<file path="src/design/csb_regs.svh">
// Constants of the store, stack, bit and flag execution unit.
// Assumes inclusion by bare name from the unit and the bench; holds definitions only.
`ifndef CSB_REGS_SVH
`define CSB_REGS_SVH

// Bit positions inside the flags register.
`define CSB_FLAG_C 3'h0
`define CSB_FLAG_Z 3'h1
`define CSB_FLAG_N 3'h2
`define CSB_FLAG_V 3'h3
`define CSB_FLAG_S 3'h4
`define CSB_FLAG_H 3'h5
`define CSB_FLAG_T 3'h6
`define CSB_FLAG_I 3'h7

// Low byte of each pointer pair inside the register file.
`define CSB_IDX_X 5'h1A
`define CSB_IDX_Y 5'h1C
`define CSB_IDX_Z 5'h1E

// Offsets on the software register port; 6'h00 to 6'h1F reach the register file.
`define CSB_OFS_FLAGS 6'h20
`define CSB_OFS_SP_LO 6'h21
`define CSB_OFS_SP_HI 6'h22
`define CSB_OFS_STATUS 6'h23
`define CSB_STATUS_BUSY 3'h0

// Reset values.
`define CSB_FLAGS_RST 8'h00
`define CSB_SP_RST 16'h0000
`define CSB_RF_RST 8'h00

// Cycles taken by each instruction group.
`define CSB_CYC_ONE 2'h1
`define CSB_CYC_TWO 2'h2
`define CSB_CYC_LPM 2'h3

`endif

</file>
<file path="src/design/csb_pkg.sv">
// Types shared by the store, stack, bit and flag execution unit and its bench.
// Assumes the decoder upstream fills every field of an instruction word.
package csb_pkg;

  // Operations executed by the unit.
  typedef enum logic [4:0] {
    OP_NOP, OP_MEM_WRITE_INDIRECT, OP_DIRECT_MEM_WRITE, OP_PROGRAM_MEMORY_READ,
    OP_PUSH, OP_POP, OP_IO_BIT_SET, OP_IO_BIT_CLEAR,
    OP_LOGICAL_LEFT_SHIFT, OP_LOGICAL_RIGHT_SHIFT, OP_LEFT_ROTATE_CARRY,
    OP_RIGHT_ROTATE_CARRY, OP_ARITH_RIGHT_SHIFT,
    OP_BIT_TO_TRANSFER_FLAG, OP_TRANSFER_FLAG_TO_BIT,
    OP_GENERIC_FLAG_ON, OP_GENERIC_FLAG_OFF
  } csb_op_t;

  // Pointer pair used by indirect forms.
  typedef enum logic [1:0] {PTR_X, PTR_Y, PTR_Z} csb_ptr_t;

  // Address mode of indirect forms.
  typedef enum logic [1:0] {AM_PLAIN, AM_POST_INC, AM_PRE_DEC, AM_DISP} csb_amode_t;

  // One decoded instruction.
  typedef struct packed {
    csb_op_t op;
    logic [4:0] rd;
    logic [4:0] rr;
    logic [2:0] bidx;
    csb_ptr_t ptr;
    csb_amode_t amode;
    logic [5:0] disp;
    logic [4:0] io_addr;
    logic [15:0] k;
  } csb_instr_t;

  // Data memory request.
  typedef struct packed {
    logic [15:0] addr;
    logic [7:0] wdata;
    logic we;
    logic re;
  } csb_dm_req_t;

  // Program memory request.
  typedef struct packed {
    logic [15:0] addr;
    logic re;
  } csb_pm_req_t;

  // I/O space request with a per-bit write mask.
  typedef struct packed {
    logic [4:0] addr;
    logic [7:0] wdata;
    logic [7:0] wmask;
    logic we;
  } csb_io_req_t;

  // Unit states.
  typedef enum logic {ST_IDLE, ST_BUSY} csb_state_t;

endpackage : csb_pkg

</file>
<file path="src/design/csb_exec.sv">
// Execution unit for stores, program memory reads, stack, I/O bit, shift and flag ops.
// Assumes synchronous memories that return read data in the cycle after the request,
// an I/O space that honours a per-bit write mask, and a decoder that waits on ready.
//
// Function
// - Pre-decrement pointer, then store; two cycles.
// - Store, then post-increment X, Y or Z; two cycles.
// - Store at pointer plus displacement; pointer kept.
// - Direct store at absolute address; two cycles.
// - Program byte by Z; optional increment; three cycles.
// - Push writes register to stack; two cycles.
// - Pop reads stack byte to register; two cycles.
// - Set one I/O bit, others kept.
// - Clear one I/O bit, others kept.
// - Left shift or rotate; update Z C N V.
// - Right shifts and rotate; update Z C N V.
// - Copy register bit into transfer flag.
// - Copy transfer flag into register bit.
// - Set or clear one flag, nothing else.
// - Overflow and signed flags set individually.
`timescale 1ns/100ps
`include "csb_regs.svh"

module csb_exec (
  input wire logic clk, // System clock, 10 MHz.
  input wire logic reset, // Synchronous reset, active high.
  input wire logic ins_valid, // Decoded instruction offered.
  input wire csb_pkg::csb_instr_t ins, // Decoded instruction.
  output logic ins_ready, // Unit can take an instruction.
  output csb_pkg::csb_dm_req_t dm, // Data memory request.
  input wire logic [7:0] dm_rdata, // Data memory read data.
  output csb_pkg::csb_pm_req_t pm, // Program memory request.
  input wire logic [7:0] pm_rdata, // Program memory read data.
  output csb_pkg::csb_io_req_t io, // I/O space request.
  input wire logic [5:0] sw_addr, // Register port address.
  input wire logic [7:0] sw_wdata, // Register port write data.
  input wire logic sw_we, // Register port write strobe.
  input wire logic sw_re, // Register port read strobe.
  output logic [7:0] sw_rdata, // Register port read data.
  output logic [7:0] flags // Flags register contents.
);

  csb_pkg::csb_state_t state_q;
  csb_pkg::csb_state_t state_d;
  logic [1:0] cnt_q;
  logic [1:0] cnt_d;
  csb_pkg::csb_op_t op_q;
  logic [4:0] rd_q;
  logic ins_ready_q;
  logic [7:0] rf_q [32];
  logic [7:0] rf_d [32];
  logic [7:0] rf_eff [32];
  logic [7:0] flags_q;
  logic [7:0] flags_d;
  logic [15:0] sp_q;
  logic [15:0] sp_d;
  logic wb_pend_q;
  logic [4:0] wb_idx_q;
  csb_pkg::csb_dm_req_t dm_q;
  csb_pkg::csb_dm_req_t dm_d;
  csb_pkg::csb_pm_req_t pm_q;
  csb_pkg::csb_pm_req_t pm_d;
  csb_pkg::csb_io_req_t io_q;
  csb_pkg::csb_io_req_t io_d;
  logic [7:0] sw_rdata_q;
  logic [7:0] sw_rdata_d;
  logic [1:0] cyc_ld;
  logic [7:0] sh_res;
  logic sh_c;

  // Operation decode. The offered word is looked at every cycle,
  // but nothing moves unless accept is high.
  wire busy = (state_q == csb_pkg::ST_BUSY);
  wire accept = ins_valid && ins_ready_q;
  wire is_st = (ins.op == csb_pkg::OP_MEM_WRITE_INDIRECT);
  wire is_sts = (ins.op == csb_pkg::OP_DIRECT_MEM_WRITE);
  wire is_lpm = (ins.op == csb_pkg::OP_PROGRAM_MEMORY_READ);
  wire is_push = (ins.op == csb_pkg::OP_PUSH);
  wire is_pop = (ins.op == csb_pkg::OP_POP);
  wire is_sbi = (ins.op == csb_pkg::OP_IO_BIT_SET);
  wire is_cbi = (ins.op == csb_pkg::OP_IO_BIT_CLEAR);
  wire is_bst = (ins.op == csb_pkg::OP_BIT_TO_TRANSFER_FLAG);
  wire is_bld = (ins.op == csb_pkg::OP_TRANSFER_FLAG_TO_BIT);
  wire is_fon = (ins.op == csb_pkg::OP_GENERIC_FLAG_ON);
  wire is_foff = (ins.op == csb_pkg::OP_GENERIC_FLAG_OFF);
  wire is_shift = (ins.op == csb_pkg::OP_LOGICAL_LEFT_SHIFT)
    || (ins.op == csb_pkg::OP_LOGICAL_RIGHT_SHIFT)
    || (ins.op == csb_pkg::OP_LEFT_ROTATE_CARRY)
    || (ins.op == csb_pkg::OP_RIGHT_ROTATE_CARRY)
    || (ins.op == csb_pkg::OP_ARITH_RIGHT_SHIFT);
  wire [7:0] bit_mask = 8'h01 << ins.bidx;

  // A popped byte lands one edge after the unit frees up, so every operand read
  // sees it through this bypass; a back-to-back user of the register is never stale.
  genvar gi;
  generate
    for (gi = 0; gi < 32; gi++) begin : g_rf
      assign rf_eff[gi] = (wb_pend_q && wb_idx_q == 5'(gi)) ? dm_rdata : rf_q[gi];
    end
  endgenerate

  // Operands and pointer arithmetic.
  wire [7:0] rr_val = rf_eff[ins.rr];
  wire [7:0] rd_val = rf_eff[ins.rd];
  wire [4:0] p_sel = (ins.ptr == csb_pkg::PTR_X) ? `CSB_IDX_X :
    (ins.ptr == csb_pkg::PTR_Y) ? `CSB_IDX_Y : `CSB_IDX_Z;
  wire [4:0] p_idx = is_lpm ? `CSB_IDX_Z : p_sel;
  wire [4:0] p_idx_hi = 5'(p_idx + 5'h01);
  wire [15:0] ptr_val = {rf_eff[p_idx_hi], rf_eff[p_idx]};
  wire [15:0] ptr_inc = 16'(ptr_val + 16'h0001);
  wire [15:0] ptr_dec = 16'(ptr_val - 16'h0001);
  wire [15:0] ptr_disp = 16'(ptr_val + {10'h000, ins.disp});
  wire am_pre = (ins.amode == csb_pkg::AM_PRE_DEC);
  wire am_post = (ins.amode == csb_pkg::AM_POST_INC);
  wire am_disp = (ins.amode == csb_pkg::AM_DISP);

  // Store address: decremented pointer first, displaced pointer, or pointer as is.
  // The displacement is unsigned, so a displaced store lands below the pointer only when the 16-bit sum wraps past FFFF.
  wire [15:0] st_addr = am_pre ? ptr_dec : am_disp ? ptr_disp : ptr_val;

  // Pointer write-back; a displaced or plain form leaves the pair alone.
  // Both halves of the pair change at the same edge, so software never sees half a step.
  wire p_wen = accept && ((is_st && (am_pre || am_post)) || (is_lpm && am_post));
  wire [15:0] p_new = am_pre ? ptr_dec : ptr_inc;

  // Shift and rotate data path; carry in only for the rotates.
  // Arithmetic right shift keeps bit 7, so a signed value halves with its sign.
  always_comb begin
    sh_res = rd_val;
    sh_c = flags_q[`CSB_FLAG_C];
    case (ins.op)
      csb_pkg::OP_LOGICAL_LEFT_SHIFT: begin
        sh_res = {rd_val[6:0], 1'b0};
        sh_c = rd_val[7];
      end
      csb_pkg::OP_LEFT_ROTATE_CARRY: begin
        sh_res = {rd_val[6:0], flags_q[`CSB_FLAG_C]};
        sh_c = rd_val[7];
      end
      csb_pkg::OP_LOGICAL_RIGHT_SHIFT: begin
        sh_res = {1'b0, rd_val[7:1]};
        sh_c = rd_val[0];
      end
      csb_pkg::OP_RIGHT_ROTATE_CARRY: begin
        sh_res = {flags_q[`CSB_FLAG_C], rd_val[7:1]};
        sh_c = rd_val[0];
      end
      csb_pkg::OP_ARITH_RIGHT_SHIFT: begin
        sh_res = {rd_val[7], rd_val[7:1]};
        sh_c = rd_val[0];
      end
      default: begin
        sh_res = rd_val;
        sh_c = flags_q[`CSB_FLAG_C];
      end
    endcase
  end

  // Register file result port: program byte write-back, shift result or bit load.
  wire lpm_wb = busy && (op_q == csb_pkg::OP_PROGRAM_MEMORY_READ) && (cnt_q == 2'h1);
  wire res_en = lpm_wb || (accept && (is_shift || is_bld));
  wire [4:0] res_idx = lpm_wb ? rd_q : ins.rd;
  wire [7:0] bld_val = (rd_val & ~bit_mask) | (flags_q[`CSB_FLAG_T] ? bit_mask : 8'h00);
  wire [7:0] res_val = lpm_wb ? pm_rdata : is_bld ? bld_val : sh_res;

  // Register file next values; instruction writes win over a software write.
  // A landing pop byte counts as an instruction write, so a software write to
  // the same register in that cycle cannot hide it.
  generate
    for (gi = 0; gi < 32; gi++) begin : g_rf_d
      assign rf_d[gi] = (res_en && res_idx == 5'(gi)) ? res_val :
        (p_wen && p_idx == 5'(gi)) ? p_new[7:0] :
        (p_wen && p_idx_hi == 5'(gi)) ? p_new[15:8] :
        (wb_pend_q && wb_idx_q == 5'(gi)) ? dm_rdata :
        (sw_we && sw_addr == 6'(gi)) ? sw_wdata : rf_eff[gi];
    end
  endgenerate

  // Shift flag update: only Z, C, N and V move; V is N exclusive-or C.
  // S and H keep their value here; only the flag instructions and a register port write to the flags move them.
  wire [7:0] sh_flags = {flags_q[7:4], sh_res[7] ^ sh_c, sh_res[7], sh_res == 8'h00, sh_c};

  // Flags next value; each flag instruction touches the one bit it names.
  // A software write to the flags loses to a shift, bit-to-flag or flag instruction in the same cycle.
  wire [7:0] t_mask = 8'h01 << `CSB_FLAG_T;
  wire [7:0] bst_flags = (flags_q & ~t_mask) | (rr_val[ins.bidx] ? t_mask : 8'h00);
  assign flags_d = (accept && is_shift) ? sh_flags :
    (accept && is_bst) ? bst_flags :
    (accept && is_fon) ? (flags_q | bit_mask) :
    (accept && is_foff) ? (flags_q & ~bit_mask) :
    (sw_we && sw_addr == `CSB_OFS_FLAGS) ? sw_wdata : flags_q;

  // Stack pointer: push writes then decrements, pop increments then reads.
  // The pointer thus always names the next free byte.
  wire [15:0] sp_inc = 16'(sp_q + 16'h0001);
  wire [15:0] sp_dec = 16'(sp_q - 16'h0001);
  assign sp_d = (accept && is_push) ? sp_dec :
    (accept && is_pop) ? sp_inc :
    (sw_we && sw_addr == `CSB_OFS_SP_LO) ? {sp_q[15:8], sw_wdata} :
    (sw_we && sw_addr == `CSB_OFS_SP_HI) ? {sw_wdata, sp_q[7:0]} : sp_q;

  // Data memory request; strobes last exactly one cycle after acceptance.
  // Address and data are held after the strobe, which keeps the lines quiet.
  wire dm_wr = accept && (is_st || is_sts || is_push);
  wire [15:0] dm_wr_addr = is_st ? st_addr : is_sts ? ins.k : sp_q;
  assign dm_d.addr = dm_wr ? dm_wr_addr : (accept && is_pop) ? sp_inc : dm_q.addr;
  assign dm_d.wdata = dm_wr ? rr_val : dm_q.wdata;
  assign dm_d.we = dm_wr;
  assign dm_d.re = accept && is_pop;

  // Program memory request, addressed by Z before any increment.
  // A plain read relies on the decoder giving register zero as the target.
  assign pm_d.addr = (accept && is_lpm) ? ptr_val : pm_q.addr;
  assign pm_d.re = accept && is_lpm;

  // I/O bit writes go out masked, so the far side never sees a read-modify-write
  // and the neighbouring bits cannot be disturbed by a stale copy.
  wire io_wr = accept && (is_sbi || is_cbi);
  assign io_d.addr = io_wr ? ins.io_addr : io_q.addr;
  assign io_d.wmask = io_wr ? bit_mask : io_q.wmask;
  assign io_d.wdata = io_wr ? (is_sbi ? 8'hFF : 8'h00) : io_q.wdata;
  assign io_d.we = io_wr;

  // Cycle count per operation.
  always_comb begin
    case (ins.op)
      csb_pkg::OP_MEM_WRITE_INDIRECT: cyc_ld = `CSB_CYC_TWO;
      csb_pkg::OP_DIRECT_MEM_WRITE: cyc_ld = `CSB_CYC_TWO;
      csb_pkg::OP_PROGRAM_MEMORY_READ: cyc_ld = `CSB_CYC_LPM;
      csb_pkg::OP_PUSH: cyc_ld = `CSB_CYC_TWO;
      csb_pkg::OP_POP: cyc_ld = `CSB_CYC_TWO;
      csb_pkg::OP_IO_BIT_SET: cyc_ld = `CSB_CYC_TWO;
      csb_pkg::OP_IO_BIT_CLEAR: cyc_ld = `CSB_CYC_TWO;
      default: cyc_ld = `CSB_CYC_ONE;
    endcase
  end

  // Sequencer: ready stays low for the extra cycles, so nothing can cut in
  // between the memory access and the pointer or stack update.
  always_comb begin
    state_d = state_q;
    cnt_d = cnt_q;
    case (state_q)
      csb_pkg::ST_IDLE: begin
        if (accept && cyc_ld != `CSB_CYC_ONE) begin
          state_d = csb_pkg::ST_BUSY;
          cnt_d = 2'(cyc_ld - 2'h1);
        end
      end
      csb_pkg::ST_BUSY: begin
        cnt_d = 2'(cnt_q - 2'h1);
        if (cnt_q == 2'h1) begin
          state_d = csb_pkg::ST_IDLE;
        end
      end
      default: begin
        state_d = csb_pkg::ST_IDLE;
        cnt_d = 2'h0;
      end
    endcase
  end

  // Register port read mux; unmapped offsets read as zero.
  wire [7:0] status_val = {7'h00, state_d == csb_pkg::ST_BUSY};
  assign sw_rdata_d = !sw_re ? sw_rdata_q :
    !sw_addr[5] ? rf_eff[sw_addr[4:0]] :
    (sw_addr == `CSB_OFS_FLAGS) ? flags_q :
    (sw_addr == `CSB_OFS_SP_LO) ? sp_q[7:0] :
    (sw_addr == `CSB_OFS_SP_HI) ? sp_q[15:8] :
    (sw_addr == `CSB_OFS_STATUS) ? status_val : 8'h00;

  // Sequencer and operation latch.
  // Ready follows the next state, so it drops in the first cycle of a long op.
  always_ff @(posedge clk) begin
    if (reset) begin
      state_q <= csb_pkg::ST_IDLE;
      cnt_q <= 2'h0;
      op_q <= csb_pkg::OP_NOP;
      rd_q <= 5'h00;
      ins_ready_q <= 1'b0;
    end else begin
      state_q <= state_d;
      cnt_q <= cnt_d;
      op_q <= accept ? ins.op : op_q;
      rd_q <= accept ? ins.rd : rd_q;
      ins_ready_q <= (state_d == csb_pkg::ST_IDLE);
    end
  end

  // Pop write-back is armed in the last busy cycle and lands one edge later.
  // The index is latched every cycle; only the pending flag gives it effect.
  always_ff @(posedge clk) begin
    if (reset) begin
      wb_pend_q <= 1'b0;
      wb_idx_q <= 5'h00;
    end else begin
      wb_pend_q <= busy && (op_q == csb_pkg::OP_POP) && (cnt_q == 2'h1);
      wb_idx_q <= rd_q;
    end
  end

  // Architectural state.
  // All registers clear in reset, so every pointer starts at address zero.
  always_ff @(posedge clk) begin
    if (reset) begin
      rf_q <= '{default: `CSB_RF_RST};
      flags_q <= `CSB_FLAGS_RST;
      sp_q <= `CSB_SP_RST;
    end else begin
      rf_q <= rf_d;
      flags_q <= flags_d;
      sp_q <= sp_d;
    end
  end

  // Request and read data registers.
  always_ff @(posedge clk) begin
    if (reset) begin
      dm_q <= '0;
      pm_q <= '0;
      io_q <= '0;
      sw_rdata_q <= 8'h00;
    end else begin
      dm_q <= dm_d;
      pm_q <= pm_d;
      io_q <= io_d;
      sw_rdata_q <= sw_rdata_d;
    end
  end

  // Outputs straight from flip-flops.
  // Registered outputs cost a cycle of latency but keep the far side's timing clean.
  assign ins_ready = ins_ready_q;
  assign dm = dm_q;
  assign pm = pm_q;
  assign io = io_q;
  assign sw_rdata = sw_rdata_q;
  assign flags = flags_q;

endmodule : csb_exec

</file>
<file path="config.mk">
export PLATFORM = sky130hd
export DESIGN_NAME = csb_exec
export DESIGN_NICKNAME = d
export VERILOG_FILES = /design/src/design/csb_pkg.sv /design/src/design/csb_exec.sv
export VERILOG_INCLUDE_DIRS = /design/src /design/src/design
export SDC_FILE = /design/constraint.sdc
export NUM_CORES = 2
export LEC_CHECK = 0
export BUFFER_PORTS_ARGS = -buffer_cell sky130_fd_sc_hd__buf_2
export CORE_ASPECT_RATIO = 0.8
export CORE_MARGIN = 5
export CORE_UTILIZATION = 63
export CTS_CLUSTER_DIAMETER = 50
export DETAILED_ROUTE_END_ITERATION = 6
export PLACE_DENSITY = 0.9
export SYNTH_ARGS = -nofsm -noshare
export SYNTH_HDL_FRONTEND = slang
export SYNTH_SLANG_ARGS = --single-unit
</file>
<file path="constraint.sdc">
create_clock -name clk -period 5.05 [get_ports clk]
set_input_delay 0.2525 -clock clk [delete_from_list [all_inputs] [get_ports clk]]
set_output_delay 0.2525 -clock clk [all_outputs]
set_load 0.02 [all_outputs]
</file>
==> results of run 1 <==
logic make-up after synthesis:
logic type	synth area share
and+or+nand+nor	0.252
AOI/OAI and AO/OA	0.347
buffers and inverters	0.0672
DFF	0.214
muxes	0.100
xor gates and xnor gates	0.0133
adders and majority gates	0.00607
what timing repair did:
action	4_1_cts
hold buffers	5
resized for setup	0
endpoints found under the hold margin	5
endpoints found under the setup margin	0
stage by stage:
step	instance area (um^2)	setup slack, ps
after floorplan	34200	1240
after global placement	35800	278
after detailed placement	35800	175
after CTS	37400	178
routing by layer:
| metal | global-route usage | overflow |
|---|---|---|
| met4 | 0.644 | 9 |
| met2 | 0.773 | 4 |
| met5 | 0.586 | 1 |
| met3 | 0.689 | 9 |
| met1 | 0.715 | 0 |
==> out/metrics.cfg, run 1 <==
[synth]
yosysSeqAreaShare=0.214
synthDistinctLibCells=109
synth_fp_nets=5101
synth_warnings=0
synth_common_cells=nand2_1, a21oi_1, nor2_1
synth_top_area_frac=0.214
synth_top_cell_by_area=dfxtp_1
synth_area_leaders=dfxtp_1, a21oi_1, mux2i_1
synthesis.area_mm2=0.0342
synth_seq_cells=366
synthArstFlopShare=0
yosysMostFrequentCell=nand2_1
synth_area_per_cell_um2=6.84
synth_edf_count=0
yosys_most_used_dff=dfxtp_1
syn_inst=5001

[outcome]
status=did not finish
first-error=[ERROR GRT-0116] Global routing finished with congestion. Check the congestion regions in the DRC Viewer.
lastStage=5_1_grt

[floorplanning]
fp.dieH_um=218
num_rows=76
initial_core_util=0.635
ios=166
die_x_um=270

[grt]
grt_max_degree=158
gr-total-overflow=23
grt_usage=0.712
grt_pass1_vias=49000
grt_pass1_wl_um=321000

[clocking]
clockBufferDepth=3
htreeDepth=2
numCtsBuffers=44
cts_sinks=366
root_buffer=clkbuf_16
cts_setup_buffers=0

[placed_design]
place_congestion=1.61
dpl.hpwl_um=138000
io_buffers=165
placed_cells=5606

==> run 2, diff against run 1 <==
--- a/config.mk
+++ b/config.mk
@@ -7,12 +7,10 @@
 export NUM_CORES = 2
 export LEC_CHECK = 0
 export BUFFER_PORTS_ARGS = -buffer_cell sky130_fd_sc_hd__buf_2
-export CORE_ASPECT_RATIO = 0.8
 export CORE_MARGIN = 5
-export CORE_UTILIZATION = 63
-export CTS_CLUSTER_DIAMETER = 50
+export CORE_UTILIZATION = 40
 export DETAILED_ROUTE_END_ITERATION = 6
-export PLACE_DENSITY = 0.9
+export PLACE_DENSITY_LB_ADDON = 0.15
 export SYNTH_ARGS = -nofsm -noshare
 export SYNTH_HDL_FRONTEND = slang
 export SYNTH_SLANG_ARGS = --single-unit
==> run 2 against run 1 <==
Synthesized cell count is the same. The flow now finishes, with violations (design-rule violations, negative hold slack, negative setup slack). Synthesized area is the same.
==> out/metrics.cfg, run 2 <==
[outcome]
status=complete, but fails checks
violations=design-rule violations, negative hold slack, negative setup slack

[route]
drt_iter0_drc=9772
drtAntennaViolNets=0
wl_per_cell_um=41.3
drt_wl_total_um=266000
vias=49200
via_per_inst=7.62
dr.pass1.iters=7
drc=36

[power_and_ir_drop]
irDropWorstVdd_mv=0.361
p_total_mw=8.83
power_frac_clock=0.426
p_sw_frac=0.365
leakage_nw=15.0
p_comb_frac=0.239
p_switching_mw=3.22
p_per_area_mw_per_mm2=217
seqPwrFrac=0.334
p_int_mw=5.61

[clocking]
clk_pin_slew_ps=60
root_buffer=clkbuf_16
htreeDepth=2  ; unchanged
cts_sinks=366  ; unchanged
cts_tree=done
numCtsBuffers=47  ; +6.8%
clk_latency_ps=710
clockBufferDepth=3  ; unchanged

[sta]
setup_viol=20
worst_pin_slew_ps=1470
period_share=1.03
fmaxAchievable_mhz=193
fin_crit_ps=5190
max-slew-margin-rel=0.0227
fin_ws_ps=-143
drv_slew=0
finalHoldViolCount=1
fin_setup_tns_ps=-2290
fin_skew_ps=44.8
grt_setup_unrepaired=no
hold_ws_ps=-1.63

[grt]
grt_usage=0.556
grt_max_degree=158
grt_pass1_vias=44400
antenna_found_initial=40
gr-total-overflow=0
grt_pass1_wl_um=360000

[placed_design]
place_congestion=1.14  ; -29%
dpl_cell_area_mm2=0.0389  ; +8.7%
dpl.hpwl_um=195000  ; +42%
io_buffers=165  ; unchanged
placed_cells=6340  ; +13%
pre_cts_ws_ps=153  ; -22.6 ps

[synth]
yosys_most_used_dff=dfxtp_1
synth_top_area_frac=0.214  ; unchanged
synth_seq_cells=366  ; unchanged
synth_warnings=0  ; unchanged
synth_area_leaders=dfxtp_1, a21oi_1, mux2i_1
syn_inst=5001  ; unchanged
yosysSeqAreaShare=0.214  ; unchanged
synthesis.area_mm2=0.0342  ; unchanged
yosysMostFrequentCell=nand2_1
synth_edf_count=0  ; unchanged
synth_fp_nets=5101  ; unchanged
synthArstFlopShare=0  ; unchanged
synthDistinctLibCells=109  ; unchanged
synth_common_cells=nand2_1, a21oi_1, nor2_1
synth_top_cell_by_area=dfxtp_1
synth_area_per_cell_um2=6.84  ; unchanged

[critical_path]
crit_required_ps=5550
crit_path_max_incr_delay_ps=640
critPathArrivalTime_ps=5690
worst-setup-path-type=reg -> reg
critPathSlowestCell=dfxtp_1
cp_cell_sequence=buf_4 > and4b_1 > buf_4 > nand2_1 > buf_4 > nand2_1 > a21oi_1 > nor4_1 > a31oi_1 > or2_2 > a221o_1 > nand2_1 > buf_12 > a221oi_1
r2r_start=wb_idx_q[2]
crit_path_max_fanout=20
critPathLaunchType=flip-flop
end_kind=flip-flop
crit_start=wb_idx_q[2]

[finish]
nets=5354
regMostFlops=rf_q
layout_commonest_cell=nand2_1
stdcell_count=6453
stdcell_area_mm2=0.0407
final_cell_mix=nand2_1, a21oi_1, nor2_1
area_growth_syn_to_layout_pct=19.1
largest_register_ffs=256
drive_gt1_frac=0.180

[floorplanning]
fp.dieH_um=302  ; +38%
ios=166  ; unchanged
core_area_mm2=0.0850
num_rows=107  ; +41%
initial_core_util=0.402  ; -0.233
die-area_mm2=0.0914
die_x_um=302  ; +12%

[hold_path]
hp-class=in -> reg
worstHoldStart=ins[33]

[run]
cap_violations=0

-- run 2: worst paths after layout --
| kind | to | cells after the start | slack (ps) |
|---|---|---|---|
| worst max-delay path | rf_q[126] | 14 | -140 |
| worst min-delay path | flags[6] | 3 | -2 |
| worst max register to register | rf_q[126] | 14 | -140 |
| worst min register to register | io[1] | 2 | 450 |
-- run 2: timing repair --
action,in CTS,in global routing
buffers inserted,0,0
endpoints found under the hold margin,15,0
endpoints found under the setup margin,0,68
hold buffers,9,0
resized for setup,0,11
-- run 2: worst max-delay path, delay by kind of cell, from the launching register on --
family          cells  cell delay [ps]
simple gates        6             1990
compound gates      4             1210
buf+inv             4             1090
flops               1              640
-- run 2: stage by stage --
step	hold WS, ps	utilization
2_1_floorplan	389	-
3_3_place_gp	439	0.458
3_5_place_dp	443	0.458
4_1_cts	5.59	0.478
5_1_grt	27.0	0.479
6_report	-1.63	0.479
-- run 2: power by group through the flow --
stage	sequential, mW	combinational, mW	clock, mW
finish	2.95	2.11	3.76
CTS	2.95	1.91	3.71
floorplan	3.00	0.844	0
global route	2.95	2.04	3.85
global placement	3.01	1.91	0
detailed placement	3.01	1.90	0
-- run 2: logic make-up after synthesis --
family	after synthesis	share of synthesized area
multiplexers	318	0.100
flip-flops	366	0.214
adder cells (fa/ha/maj)	16	0.00607
XOR/XNOR	52	0.0133
buffers and inverters	544	0.0672
AO/OA/AOI/OAI	1848	0.347
AND/OR/NAND/NOR	1857	0.252
-- run 2: layer usage --
metal  part of all wire  up-vias  track usage
met2               0.37     5139        0.741
met1               0.35    23000        0.668
met5             0.0014        -       0.0122
met3               0.16     1694        0.273
met4               0.11       47        0.444
li1                   -    19300            -
-- run 2: layout make-up --
cell class / count / area, um^2
fill: 8804 / 44300
multi-input combinational: 4091 / 24700
sequential: 366 / 7330
timing repair buffer: 709 / 5420
tap: 1144 / 1430
clock buffer: 67 / 1340
clock inverter: 17 / 270
inverter: 39 / 146
antenna: 20 / 50.0
Note: power is estimated with default switching activity, not from simulation.
